`config.mk`:
```
export PLATFORM = sky130hd
export DESIGN_NAME = pwr_seq_ctrl
export DESIGN_NICKNAME = d
export VERILOG_FILES = /design/src/pwr_seq_pkg.sv /design/src/pwr_seq_ctrl.sv /design/src/rc_tick_div.sv /design/src/por_delay_timer.sv
export SDC_FILE = /design/constraint.sdc
export NUM_CORES = 1
export LEC_CHECK = 0
export ABC_AREA = 0
export BUFFER_PORTS_ARGS = -buffer_cell sky130_fd_sc_hd__buf_2
export CAP_MARGIN = 20
export CORE_MARGIN = 10
export CORE_UTILIZATION = 52
export CTS_BUF_LIST = sky130_fd_sc_hd__clkbuf_2
export DETAILED_ROUTE_END_ITERATION = 16
export MAX_ROUTING_LAYER = met4
export PLACE_DENSITY = 0.85
export SLEW_MARGIN = 20
export SYNTH_ARGS = -nofsm -noshare
export SYNTH_HDL_FRONTEND = slang
export SYNTH_SLANG_ARGS = --single-unit
```
`constraint.sdc`:
```
create_clock -name clk -period 2.3 [get_ports clk]
set_clock_uncertainty 0.15 [all_clocks]
set_input_delay 0.46 -clock clk [delete_from_list [all_inputs] [get_ports clk]]
set_output_delay 0.46 -clock clk [all_outputs]
set_load 0.05 [all_outputs]
```
`src/pwr_seq_pkg.sv`:
```
// Purpose : Shared constants for the power-up delay, halt and stop sequencer
// Assumes : One 40 MHz system clock; RC oscillator tick arrives as an enable pulse
// Notes   : Register offsets are byte addresses on the plain register port
//
// Overview of operation
// - Power-up delay is a one-shot timer advanced only by RC oscillator ticks.
// - Delay starts on power-good rise, watchdog timeout, or stop recovery with bit 5 set.
// - Delay lasts at least 2.5 ms before execution is released; tick phase can cut up to one RC tick off this.
// - Stop-recovery register bit 5 applies or skips the delay after stop recovery.
// - Halt gates the processor clock; crystal oscillator keeps running.
// - In halt, timers and six external interrupt inputs still raise requests.
// - Halt ends on an enabled interrupt, execution resuming after halt, or on a watchdog timeout or power-good rise.
// - Stop shuts off processor clock and crystal oscillator.
// - Stop ends only through a reset source; restart at address 000CH.
package pwr_seq_pkg;
    localparam int          ADDR_W           = 8;
    localparam int          DATA_W           = 8;
    localparam logic [7:0]  ADDR_IRQ_FLAGS   = 8'hfa;
    localparam logic [7:0]  ADDR_INT_MASK    = 8'hfb;
    localparam logic [7:0]  ADDR_STOP_RECOV  = 8'h0b;
    localparam logic [7:0]  ADDR_PWR_STATUS  = 8'h0c;
    localparam logic [7:0]  IRQ_FLAGS_RESET  = 8'h00;
    localparam logic [7:0]  INT_MASK_RESET   = 8'h00;
    localparam logic [7:0]  STOP_RECOV_RESET = 8'h20;
    localparam int          STOP_DELAY_BIT   = 5;
    localparam int          MASK_GLOBAL_BIT  = 7;
    localparam int          NUM_IRQ          = 6;
    localparam logic [15:0] RESTART_ADDR     = 16'h000c;
    localparam real         POR_MIN_MS       = 2.5;
    localparam real         RC_FREQ_KHZ      = 32.0;
    // Least time rounds up to whole RC ticks
    localparam int          POR_TICKS        = int'($ceil(POR_MIN_MS * RC_FREQ_KHZ));
    typedef enum logic [2:0] {ST_DELAY, ST_RUN, ST_HALT, ST_STOP} pwr_state_t;
endpackage

```
`src/pwr_seq_ctrl.sv`:
```
// Purpose : Power-up delay, halt and stop sequencing with interrupt registers
// Assumes : Instruction decode gives one-cycle halt/stop/ei/di pulses
// Notes   : Registers on a plain port, read data one cycle after read strobe
`timescale 1ns/1ps
module pwr_seq_ctrl #(
    parameter int RC_DIV    = 1250,
    parameter int POR_COUNT = pwr_seq_pkg::POR_TICKS
) (
    input  wire logic                            clk,
    input  wire logic                            reset_n,
    input  wire logic [pwr_seq_pkg::ADDR_W-1:0]  reg_addr,
    input  wire logic [pwr_seq_pkg::DATA_W-1:0]  reg_wdata,
    input  wire logic                            reg_wr,
    input  wire logic                            reg_rd,
    output logic      [pwr_seq_pkg::DATA_W-1:0]  reg_rdata,
    input  wire logic                            power_good,
    input  wire logic                            watchdog_timeout,
    input  wire logic                            stop_recovery,
    input  wire logic                            ext_reset,
    input  wire logic [pwr_seq_pkg::NUM_IRQ-1:0] irq_in,
    input  wire logic                            halt_instr,
    input  wire logic                            stop_instr,
    input  wire logic                            enable_ints_instr,
    input  wire logic                            disable_ints_instr,
    input  wire logic                            int_ack,
    output logic                                 cpu_reset,
    output logic                                 cpu_clk_en,
    output logic                                 xtal_en,
    output logic                                 periph_clk_en,
    output logic                                 int_take,
    output logic      [2:0]                      int_vector,
    output logic                                 restart_req,
    output logic      [15:0]                     restart_addr
);
    import pwr_seq_pkg::*;

    ////////////////////////////////////////////////////////////////////////
    // Checks and shared decode
    initial begin
        if (NUM_IRQ != 6) $error("Six interrupt sources expected");
        if (RC_DIV < 1) $error("RC_DIV must be positive");
    end

    // Lowest-numbered pending and enabled source wins
    function automatic logic [2:0] pick_irq(input logic [NUM_IRQ-1:0] p);
        logic [2:0] v;
        v = 3'h0;
        for (int i = NUM_IRQ - 1; i >= 0; i--) begin
            if (p[i]) v = 3'(i);
        end
        return v;
    endfunction

    typedef struct packed {
        logic [7:0]     irq_flags;
        logic [7:0]     int_mask;
        logic [7:0]     stop_recov;
        logic [DATA_W-1:0] rdata;
        pwr_state_t     st;
        logic           pg_prev;
        logic           cpu_reset;
        logic           cpu_clk_en;
        logic           xtal_en;
        logic           periph_clk_en;
        logic           int_take;
        logic [2:0]     int_vector;
        logic           restart_req;
    } ctl_t;
    ctl_t s_q, s_d;

    logic rc_tick;
    logic por_start;
    logic por_busy;
    logic por_done;
    logic [NUM_IRQ-1:0] pend;
    logic pg_rise;

    ////////////////////////////////////////////////////////////////////////
    // Submodules
    rc_tick_div #(.DIV(RC_DIV)) u_div (
        .clk     (clk),
        .reset_n (reset_n),
        .tick    (rc_tick)
    );

    por_delay_timer #(.TICKS(POR_COUNT)) u_por (
        .clk     (clk),
        .reset_n (reset_n),
        .start   (por_start),
        .rc_tick (rc_tick),
        .busy    (por_busy),
        .done    (por_done)
    );

    ////////////////////////////////////////////////////////////////////////
    // Delay triggers; stop recovery only counts while stopped
    assign pg_rise   = power_good && !s_q.pg_prev;
    assign por_start = pg_rise || watchdog_timeout
                     || (s_q.st == ST_STOP && stop_recovery && s_q.stop_recov[STOP_DELAY_BIT]);
    assign pend      = s_q.irq_flags[NUM_IRQ-1:0] & s_q.int_mask[NUM_IRQ-1:0];

    ////////////////////////////////////////////////////////////////////////
    // Next-state logic
    always_comb begin
        s_d = s_q;
        s_d.pg_prev     = power_good;
        s_d.int_take    = 1'b0;
        s_d.restart_req = 1'b0;
        s_d.rdata       = '0;

        // Requests latch in every state, halt included; set beats clear
        s_d.irq_flags[NUM_IRQ-1:0] = s_q.irq_flags[NUM_IRQ-1:0];
        if (reg_wr && reg_addr == ADDR_IRQ_FLAGS) begin
            s_d.irq_flags = reg_wdata;
        end
        s_d.irq_flags[NUM_IRQ-1:0] = s_d.irq_flags[NUM_IRQ-1:0] | irq_in;

        // Mask bits by write; global enable only by instructions
        if (reg_wr && reg_addr == ADDR_INT_MASK) begin
            s_d.int_mask[MASK_GLOBAL_BIT-1:0] = reg_wdata[MASK_GLOBAL_BIT-1:0];
        end
        if (enable_ints_instr) s_d.int_mask[MASK_GLOBAL_BIT] = 1'b1;
        if (disable_ints_instr) s_d.int_mask[MASK_GLOBAL_BIT] = 1'b0;
        if (reg_wr && reg_addr == ADDR_STOP_RECOV) s_d.stop_recov = reg_wdata;

        // Read port, unmapped addresses return zero
        if (reg_rd) begin
            case (reg_addr)
                ADDR_IRQ_FLAGS:  s_d.rdata = s_q.irq_flags;
                ADDR_INT_MASK:   s_d.rdata = s_q.int_mask;
                ADDR_STOP_RECOV: s_d.rdata = s_q.stop_recov;
                ADDR_PWR_STATUS: s_d.rdata = {5'h00, s_q.st == ST_STOP, s_q.st == ST_HALT, por_busy};
                default:         s_d.rdata = '0;
            endcase
        end

        // Interrupt taken: acknowledged source flag clears
        if (int_ack) begin
            s_d.irq_flags[s_q.int_vector] = irq_in[s_q.int_vector];
        end

        case (s_q.st)
            ST_DELAY: begin
                s_d.cpu_reset     = 1'b1;
                s_d.cpu_clk_en    = 1'b0;
                s_d.xtal_en       = 1'b1;
                s_d.periph_clk_en = 1'b1;
                if (por_done && !por_start) begin
                    s_d.st          = ST_RUN;
                    s_d.cpu_reset   = 1'b0;
                    s_d.cpu_clk_en  = 1'b1;
                    s_d.restart_req = 1'b1;
                end
            end
            ST_RUN: begin
                if (s_q.int_mask[MASK_GLOBAL_BIT] && |pend) begin
                    s_d.int_take   = 1'b1;
                    s_d.int_vector = pick_irq(pend);
                end
                if (stop_instr) begin
                    s_d.st            = ST_STOP;
                    s_d.cpu_clk_en    = 1'b0;
                    s_d.xtal_en       = 1'b0;
                    s_d.periph_clk_en = 1'b0;
                end else if (halt_instr) begin
                    s_d.st         = ST_HALT;
                    s_d.cpu_clk_en = 1'b0;
                    s_d.int_take   = 1'b0;
                end
            end
            ST_HALT: begin
                // Only an enabled request wakes; return goes to the next instruction
                if (s_q.int_mask[MASK_GLOBAL_BIT] && |pend) begin
                    s_d.st         = ST_RUN;
                    s_d.cpu_clk_en = 1'b1;
                    s_d.int_take   = 1'b1;
                    s_d.int_vector = pick_irq(pend);
                end
            end
            ST_STOP: begin
                // Recovery without the delay restarts straight away
                if (stop_recovery && !s_q.stop_recov[STOP_DELAY_BIT]) begin
                    s_d.st            = ST_RUN;
                    s_d.xtal_en       = 1'b1;
                    s_d.periph_clk_en = 1'b1;
                    s_d.cpu_clk_en    = 1'b1;
                    s_d.restart_req   = 1'b1;
                end else if (ext_reset) begin
                    s_d.st            = ST_RUN;
                    s_d.xtal_en       = 1'b1;
                    s_d.periph_clk_en = 1'b1;
                    s_d.cpu_clk_en    = 1'b1;
                    s_d.restart_req   = 1'b1;
                end
            end
            default: s_d.st = ST_DELAY;
        endcase

        // Any delay trigger forces the delay state, overriding the above
        if (por_start) begin
            s_d.st            = ST_DELAY;
            s_d.cpu_reset     = 1'b1;
            s_d.cpu_clk_en    = 1'b0;
            s_d.xtal_en       = 1'b1;
            s_d.periph_clk_en = 1'b1;
            s_d.int_take      = 1'b0;
            s_d.restart_req   = 1'b0;
        end
    end

    ////////////////////////////////////////////////////////////////////////
    // State register; reset enters the delay, processor held off
    always_ff @(posedge clk) begin
        if (!reset_n) begin
            s_q               <= '0;
            s_q.irq_flags     <= IRQ_FLAGS_RESET;
            s_q.int_mask      <= INT_MASK_RESET;
            s_q.stop_recov    <= STOP_RECOV_RESET;
            s_q.st            <= ST_DELAY;
            s_q.cpu_reset     <= 1'b1;
            s_q.xtal_en       <= 1'b1;
            s_q.periph_clk_en <= 1'b1;
        end else begin
            s_q <= s_d;
        end
    end

    ////////////////////////////////////////////////////////////////////////
    // Outputs straight from flops, except restart_addr, which is the constant RESTART_ADDR
    assign reg_rdata     = s_q.rdata;
    assign cpu_reset     = s_q.cpu_reset;
    assign cpu_clk_en    = s_q.cpu_clk_en;
    assign xtal_en       = s_q.xtal_en;
    assign periph_clk_en = s_q.periph_clk_en;
    assign int_take      = s_q.int_take;
    assign int_vector    = s_q.int_vector;
    assign restart_req   = s_q.restart_req;
    assign restart_addr  = RESTART_ADDR;
endmodule

```
`src/rc_tick_div.sv`:
```
// Purpose : Makes the RC oscillator tick enable from the system clock
// Assumes : Divider stands in for the dedicated RC oscillator
// Notes   : Runs even in stop, as the RC oscillator does
`timescale 1ns/1ps
module rc_tick_div #(
    parameter int DIV = 1250
) (
    input  wire logic clk,
    input  wire logic reset_n,
    output logic      tick
);
    typedef struct packed {
        logic [15:0] cnt;
        logic        tick;
    } div_t;
    div_t s_q, s_d;

    initial if (DIV < 1 || DIV > 65535) $error("DIV out of range");

    // Count down, pulse once per period
    always_comb begin
        s_d = s_q;
        s_d.tick = 1'b0;
        if (s_q.cnt == 16'h0000) begin
            s_d.cnt  = 16'(DIV - 1);
            s_d.tick = 1'b1;
        end else begin
            s_d.cnt = s_q.cnt - 16'h0001;
        end
    end

    always_ff @(posedge clk) begin
        if (!reset_n) s_q <= '0;
        else s_q <= s_d;
    end
    assign tick = s_q.tick;
endmodule

```
`src/por_delay_timer.sv`:
```
// Purpose : One-shot power-up delay counter on RC ticks
// Assumes : start is a one-cycle pulse; rc_tick an enable
// Notes   : A new start retriggers the full delay
`timescale 1ns/1ps
module por_delay_timer #(
    parameter int TICKS = 80
) (
    input  wire logic clk,
    input  wire logic reset_n,
    input  wire logic start,
    input  wire logic rc_tick,
    output logic      busy,
    output logic      done
);
    typedef struct packed {
        logic [15:0] cnt;
        logic        busy;
        logic        done;
    } tmr_t;
    tmr_t s_q, s_d;

    initial if (TICKS < 1 || TICKS > 65535) $error("TICKS out of range");

    // One-shot: load on start, count only on RC ticks
    always_comb begin
        s_d = s_q;
        s_d.done = 1'b0;
        if (start) begin
            s_d.cnt  = 16'(TICKS);
            s_d.busy = 1'b1;
        end else if (s_q.busy && rc_tick) begin
            if (s_q.cnt == 16'h0001) begin
                s_d.busy = 1'b0;
                s_d.done = 1'b1;
            end
            s_d.cnt = s_q.cnt - 16'h0001;
        end
    end

    // Busy from reset so power-on counts as a power-good rise
    always_ff @(posedge clk) begin
        if (!reset_n) begin
            s_q.cnt  <= 16'(TICKS);
            s_q.busy <= 1'b1;
            s_q.done <= 1'b0;
        end else begin
            s_q <= s_d;
        end
    end
    assign busy = s_q.busy;
    assign done = s_q.done;
endmodule

```
## After elaboration in Yosys (flattened, before gate mapping)

Index checks and enable logic that the tools add are counted.
Widths: inputs -> output; s select.

- Register bits: 80
- Input bits: 35
- Output and inout port bits: 33
- Word-level logic and storage cells: 113

- Add/subtract/negate cells: 2
- Magnitude comparators: 2
- Equal/unequal tests: 13
- Mux-type cells: 41
- Bitwise gates (word level): 4
- Reduce and logical (&&, ||, !) cells: 31

Operators with widths:

| operator | number |
|---|---|
| $mux 3 | 14 |
| $pmux 8 s4 | 1 |
| $sub 16x1->16 const B | 2 |
| $eq 16x1->1 const B | 1 |
| $eq 8x4->1 const B | 2 |
| $eq 8x8->1 const B | 2 |
| $logic_not 16->1 | 1 |
| $mux 8 | 2 |
| $mux 1 | 12 |
| $pmux 3 s4 | 1 |
| $logic_and 1x1->1 | 11 |
| $mux 11 | 1 |
| $bwmux 8 | 1 |
| $pmux 4 s2 | 1 |
| $reduce_and 4->1 | 2 |
| $and 6x6->6 | 1 |
| $eq 3x2->1 const B | 2 |
| $or 6x6->6 | 1 |
| $pmux 2 s3 | 1 |
| $reduce_or 2->1 | 3 |
| $reduce_or 6->1 | 1 |
| $lt 3x4->1 const B | 1 |
| $mux 2 | 2 |
| $mux 4 | 1 |
| 20 further kinds | 26 |

## Longest topological paths before layout

- Depth in word-level cells: 11
- Gate-level depth with buffers: 8
- Gate-level depth less buffers: 7

## By module

A second synthesis with hierarchy kept.

- Cell total of the unflattened synthesis: 446
- Area total of the unflattened synthesis: 4040.1 sq um

By module, submodules not included:

| module | times used | cells each | area each (sq um) | seq. area each (sq um) |
|---|---|---|---|---|
| pwr_seq_ctrl | 1 | 274 | 2446.1 | 860.8 |
| por_delay_timer | 1 | 90 | 807.0 | 360.3 |
| rc_tick_div | 1 | 82 | 787.0 | 340.3 |

## Worst setup path after synthesis

OpenSTA, ideal clock, no wires.

- Path kind: register to register
- Start point: reg u_div.s_q[10] in the netlist's numbering
- End point: reg u_div.s_q[16] in the netlist's numbering
- Setup time: 115 ps
- Data arrival time: 2020 ps
- Required time: 2035 ps
- Path slack: 15 ps
- Cell stages (with the launch flop): 8
- Period minus slack after synthesis: 2285 ps
- Cells stage by stage: dfxtp_1 or4_4 or3_4 or4_4 buf_6 nand2_4 buf_8 nor2_1

- Cells in the longest elaborated chain, start to end: 2

Ends and longest elaborated chain:

| what | line | source |
|---|---|---|
| start, declared | rc_tick_div.sv:16 | `div_t s_q, s_d;` |
| start signal, assigned | rc_tick_div.sv:33 | `if (!reset_n) s_q <= '0;` |
| start signal, assigned | rc_tick_div.sv:34 | `else s_q <= s_d;` |
| branches (longest 2 deep; another with $sub 16x1->16) | -- |  |

Parallel ways; which one is timed is not known.
A chain may end at the register's enable or synchronous reset.

## Worst setup path after layout

- Start point: reg u_div.s_q[10] in the netlist's numbering
- End point: reg u_div.s_q[12] in the netlist's numbering

Same word-level chain as after synthesis.

==> report_table.html <==
<table>
<tr><th>Metric</th><th>Value</th></tr>
<tr><th colspan="2">Yosys</th></tr>
<tr><td>Cell types occupying the most area after synthesis</td><td>dfxtp_1 42%, nor2_1 7.4%, buf_4 5.6%</td></tr>
<tr><td>Synthesized-area fraction occupied by and/or/nand/nor cells</td><td>22.5%</td></tr>
<tr><td>Area share of the largest cell type after synthesis</td><td>41.5%</td></tr>
<tr><td>Most numerous cell in the Yosys netlist</td><td>dfxtp_1</td></tr>
<tr><td>Top cell types by occurrence after synthesis</td><td>78 x dfxtp_1, 74 x nor2_1, 28 x buf_4, 25 x nand2_1, 21 x a21oi_1</td></tr>
<tr><td>Share of synthesized cell area in full adder, half adder and majority cells</td><td>3.33%</td></tr>
<tr><td>Share of cell area taken by muxes after synthesis</td><td>about 7.5%</td></tr>
<tr><td>Largest family of logic cells by synthesized area</td><td>simple AND/OR/NAND/NOR gates</td></tr>
<tr><td>Post-synthesis cell type with the largest combined area</td><td>dfxtp_1</td></tr>
<tr><td>Count of distinct cell types in the synthesized netlist</td><td>54</td></tr>
<tr><td>EDFF count, synth</td><td>0</td></tr>
<tr><td>Fraction of registers with async set/reset</td><td>0%</td></tr>
<tr><td>Syn. warnings</td><td>0</td></tr>
<tr><td>Area share of xor/xnor cells in the synthesized design</td><td>5.36%</td></tr>
<tr><td>Primary FF master, synth</td><td>dfxtp_1</td></tr>
<tr><td>Cell area after technology mapping</td><td>3760 sq um</td></tr>
<tr><td>Sequential element share of the synthesized area</td><td>41.5%</td></tr>
<tr><td>Average instance area after synthesis</td><td>8.78 sq um</td></tr>
<tr><td>Number of storage elements in the synthesis netlist</td><td>78</td></tr>
<tr><td>Mapped Cells</td><td>428</td></tr>
<tr><td>Post-synthesis compound-gate area fraction</td><td>approximately 11%</td></tr>
<tr><th colspan="2">Global routing</th></tr>
<tr><td>Vias in the first global route</td><td>3107</td></tr>
<tr><td>Initial antenna violation count</td><td>0</td></tr>
<tr><td>GR Overflow Total</td><td>0</td></tr>
<tr><td>Maximum number of pins on one net before global-route repair</td><td>30</td></tr>
<tr><td>First-pass GRT wire length</td><td>14.3 mm</td></tr>
<tr><td>All-Layer GR Usage</td><td>15.7%</td></tr>
<tr><th colspan="2">Detailed routing</th></tr>
<tr><td>Post-detailed-route count of antenna-violating nets</td><td>0</td></tr>
<tr><td>Routed length on met1</td><td>around 3.9 mm</td></tr>
<tr><td>Average via count per standard cell</td><td>5.46</td></tr>
<tr><td>Highest routing layer actually used</td><td>met4</td></tr>
<tr><td>DRT Wirelength</td><td>between 8 and 9 mm</td></tr>
<tr><td>DRC violations left</td><td>0</td></tr>
<tr><td>Detail Route met3 WL</td><td>559 microns</td></tr>
<tr><td>Met2 layer wire length in the routed design</td><td>3.80 mm</td></tr>
<tr><td>Via count</td><td>3170</td></tr>
<tr><td>First-pass iteration count of the detailed router</td><td>4</td></tr>
<tr><td>Routed wire per std cell</td><td>approximately 14 microns</td></tr>
<tr><td>Number of DRC violations after detailed-routing iteration 0</td><td>156</td></tr>
<tr><th colspan="2">Timing</th></tr>
<tr><td>Rel. slew slack</td><td>64.8%</td></tr>
<tr><td>Number of pins with negative max-slew slack in the final report</td><td>0</td></tr>
<tr><td>Final worst path period share</td><td>95.7%</td></tr>
<tr><td>Endpoints failing hold</td><td>0</td></tr>
<tr><td>Worst hold-check slack</td><td>0.0408 ns</td></tr>
<tr><td>Worst-Margin Slew</td><td>0.526 ns</td></tr>
<tr><td>Setup TNS</td><td>0 ns</td></tr>
<tr><td>Tmin final</td><td>2.20 ns</td></tr>
<tr><td>Highest Clock Rate</td><td>0.454 GHz</td></tr>
<tr><td>Unrepaired setup endpoints after global routing</td><td>false</td></tr>
<tr><td>Final-report setup violation count</td><td>0</td></tr>
<tr><th colspan="2">Worst setup path</th></tr>
<tr><td>Crit-path max FO</td><td>11</td></tr>
<tr><td>CP Cell Sequence</td><td>or4_4, or3_4, or4_4, nand2_8, nor2_1</td></tr>
<tr><td>CP required</td><td>2.57 ns</td></tr>
<tr><td>Delay of the slowest critical-path stage</td><td>0.55 ns</td></tr>
<tr><td>Critical path class</td><td>flip-flop to flip-flop</td></tr>
<tr><td>Cell type with the highest occurrence count on the critical path</td><td>or4_4</td></tr>
<tr><td>Arrival @ worst endpoint</td><td>roughly 2.5 ns</td></tr>
<tr><td>Cell at the slowest stage of the critical path</td><td>or4_4</td></tr>
<tr><td>CP endpoint kind</td><td>flip-flop</td></tr>
<tr><td>Kind of launch point of the worst setup path</td><td>flip-flop</td></tr>
<tr><td>Family of cells with the greatest summed delay on the critical path</td><td>simple AND/OR/NAND/NOR gates</td></tr>
<tr><td>Crit path buffers/inverters</td><td>0</td></tr>
<tr><th colspan="2">Cells and area</th></tr>
<tr><td>Post-Layout Inst Area</td><td>4190 sq um</td></tr>
<tr><td>Final core utilization</td><td>between 60% and 70%</td></tr>
<tr><td>Fraction of final layout cells sized beyond drive strength 1</td><td>a little under a fifth</td></tr>
<tr><td>Post-layout nets</td><td>between 500 and 600</td></tr>
<tr><td>Final std cells w/o fill</td><td>581</td></tr>
<tr><td>Antenna diode count</td><td>0</td></tr>
<tr><td>Layout area overhead</td><td>11.5%</td></tr>
<tr><th colspan="2">CTS</th></tr>
<tr><td>CTS clk-pin slew, worst paths</td><td>0.22 ns</td></tr>
<tr><td>Clock tree from TritonCTS</td><td>built</td></tr>
<tr><td>Largest buffer count on any clock path</td><td>2</td></tr>
<tr><td>Insertion delay to the later sink of the worst-skew pair</td><td>roughly 0.5 ns</td></tr>
<tr><td>Clk Tree Root Cell</td><td>clkbuf_2</td></tr>
<tr><td>Number of levels the H-tree was split into</td><td>3</td></tr>
<tr><td>Count of clock tree sinks</td><td>78</td></tr>
<tr><td>Cts bufs inserted</td><td>9</td></tr>
<tr><th colspan="2">Die</th></tr>
<tr><td>Core box area</td><td>6910 sq um</td></tr>
<tr><td>Number of top-level pins</td><td>68</td></tr>
<tr><td>Horiz. Die Dim</td><td>105 microns</td></tr>
<tr><td>Die height</td><td>roughly 110 microns</td></tr>
<tr><td>Count of standard-cell rows</td><td>30</td></tr>
<tr><td>Starting density of the core</td><td>around 54%</td></tr>
<tr><td>Area enclosed by the die boundary</td><td>11000 sq um</td></tr>
<tr><th colspan="2">Placement</th></tr>
<tr><td>Last weighted congestion value of the routability-driven placer</td><td>just under 0.9</td></tr>
<tr><td>Detailed placer's ending HPWL</td><td>6.44 mm</td></tr>
<tr><td>Cell area after placement</td><td>3990 sq um</td></tr>
<tr><td>Number of instances in the placed design</td><td>560</td></tr>
<tr><td>Input/output buffers</td><td>51</td></tr>
<tr><th colspan="2">Pwr</th></tr>
<tr><td>Peak VDD IR</td><td>approximately 690 uV</td></tr>
<tr><td>Static leakage</td><td>about 1.7 nW</td></tr>
<tr><td>PwrDens</td><td>781 nW/um^2</td></tr>
<tr><th colspan="2">Min path</th></tr>
<tr><td>Worst hold path class</td><td>primary input to flip-flop</td></tr>
<tr><th colspan="2">Job</th></tr>
<tr><td>Count of maximum capacitance violations</td><td>0</td></tr>
<tr><th colspan="2">Status</th></tr>
<tr><td>Outcome</td><td>complete, no violations</td></tr>
</table>
## kinds of logic after synthesis
logic type | after synthesis
adder cells (fa/ha/maj) | 10
AO/OA/AOI/OAI | 64
other | 2
buffers and inverters | 53
flip-flops | 78
XOR/XNOR | 23
multiplexers | 27
AND/OR/NAND/NOR | 171
## per-layer routing
layer	global-route usage (%)	vias up
li1	-	1561
met1	20.0	1482
met2	23.3	112
met3	3.75	15
met4	5.98	0
met5	-	-
## metrics by stage
step,power (mW),setup WS (ns)
final,3.27,0.0979
after global routing,3.47,0.0230
after CTS,3.28,0.0195
after detailed placement,2.45,0.0344
after global placement,2.42,0.0711
after floorplan,2.32,0.0150
## where the power goes
group	internal [mW]	total (mW)	switching [mW]
clock	0.354	0.819	0.465
sequential	1.49	1.62	0.128
combinational	0.376	0.834	0.458
## cell usage in the layout, fill, tap and decap left out, types with 6 or more instances in the layout
master / n
a21oi_1: 21
a22oi_1: 12
buf_2: 51
buf_4: 10
clkbuf_2: 9
conb_1: 16
dfxtp_1: 78
dlygate4sd3_1: 6
ha_1: 10
inv_1: 14
mux2_2: 10
mux2i_1: 17
nand2_1: 25
nand2b_1: 6
nand3_1: 12
nor2_1: 74
nor3_1: 11
nor4_1: 8
o21ai_0: 13
or3_1: 8
xnor2_1: 16
xor2_1: 7
## final cells by class
type | instances | area, sq um
inverter | 14 | 52.6
multi-input combinational | 311 | 1940
clock buffer | 9 | 45.0
sequential | 78 | 1560
timing repair buffer | 67 | 390
tap | 96 | 120
fill | 603 | 2720
clock inverter | 6 | 86.3
## worst min-delay path, stage by stage
cell and delay (ns):
buf_2 0.08, a21oi_1 0.03, nor2_1 0.10
## sequential cells by signal, summed over array words and instances, names as in the netlist, 3 cells and up
| register | count |
|---|---|
| s_q | 27 |
| int_vector | 3 |
| u_por.s_q | 16 |
| reg_rdata | 8 |
| u_div.s_q | 16 |
## timing repair
item,in CTS,in global routing
resized for setup,0,1
hold endpoints to repair,6,0
hold buffers,6,0
setup endpoints to repair,0,10
buffers inserted,0,0
## final timing paths
path | cells past startpoint | slack, ns | startpoint | end
worst max-delay path | 5 | 0.1 | u_div.s_q[10] | u_div.s_q[12]
worst min register to register | 2 | 0.32 | cpu_clk_en | cpu_clk_en
worst max register to register | 5 | 0.1 | u_div.s_q[10] | u_div.s_q[12]
worst min-delay path | 3 | 0.04 | irq_in[0] | s_q[37]
Power figures use the tool's default switching activity.
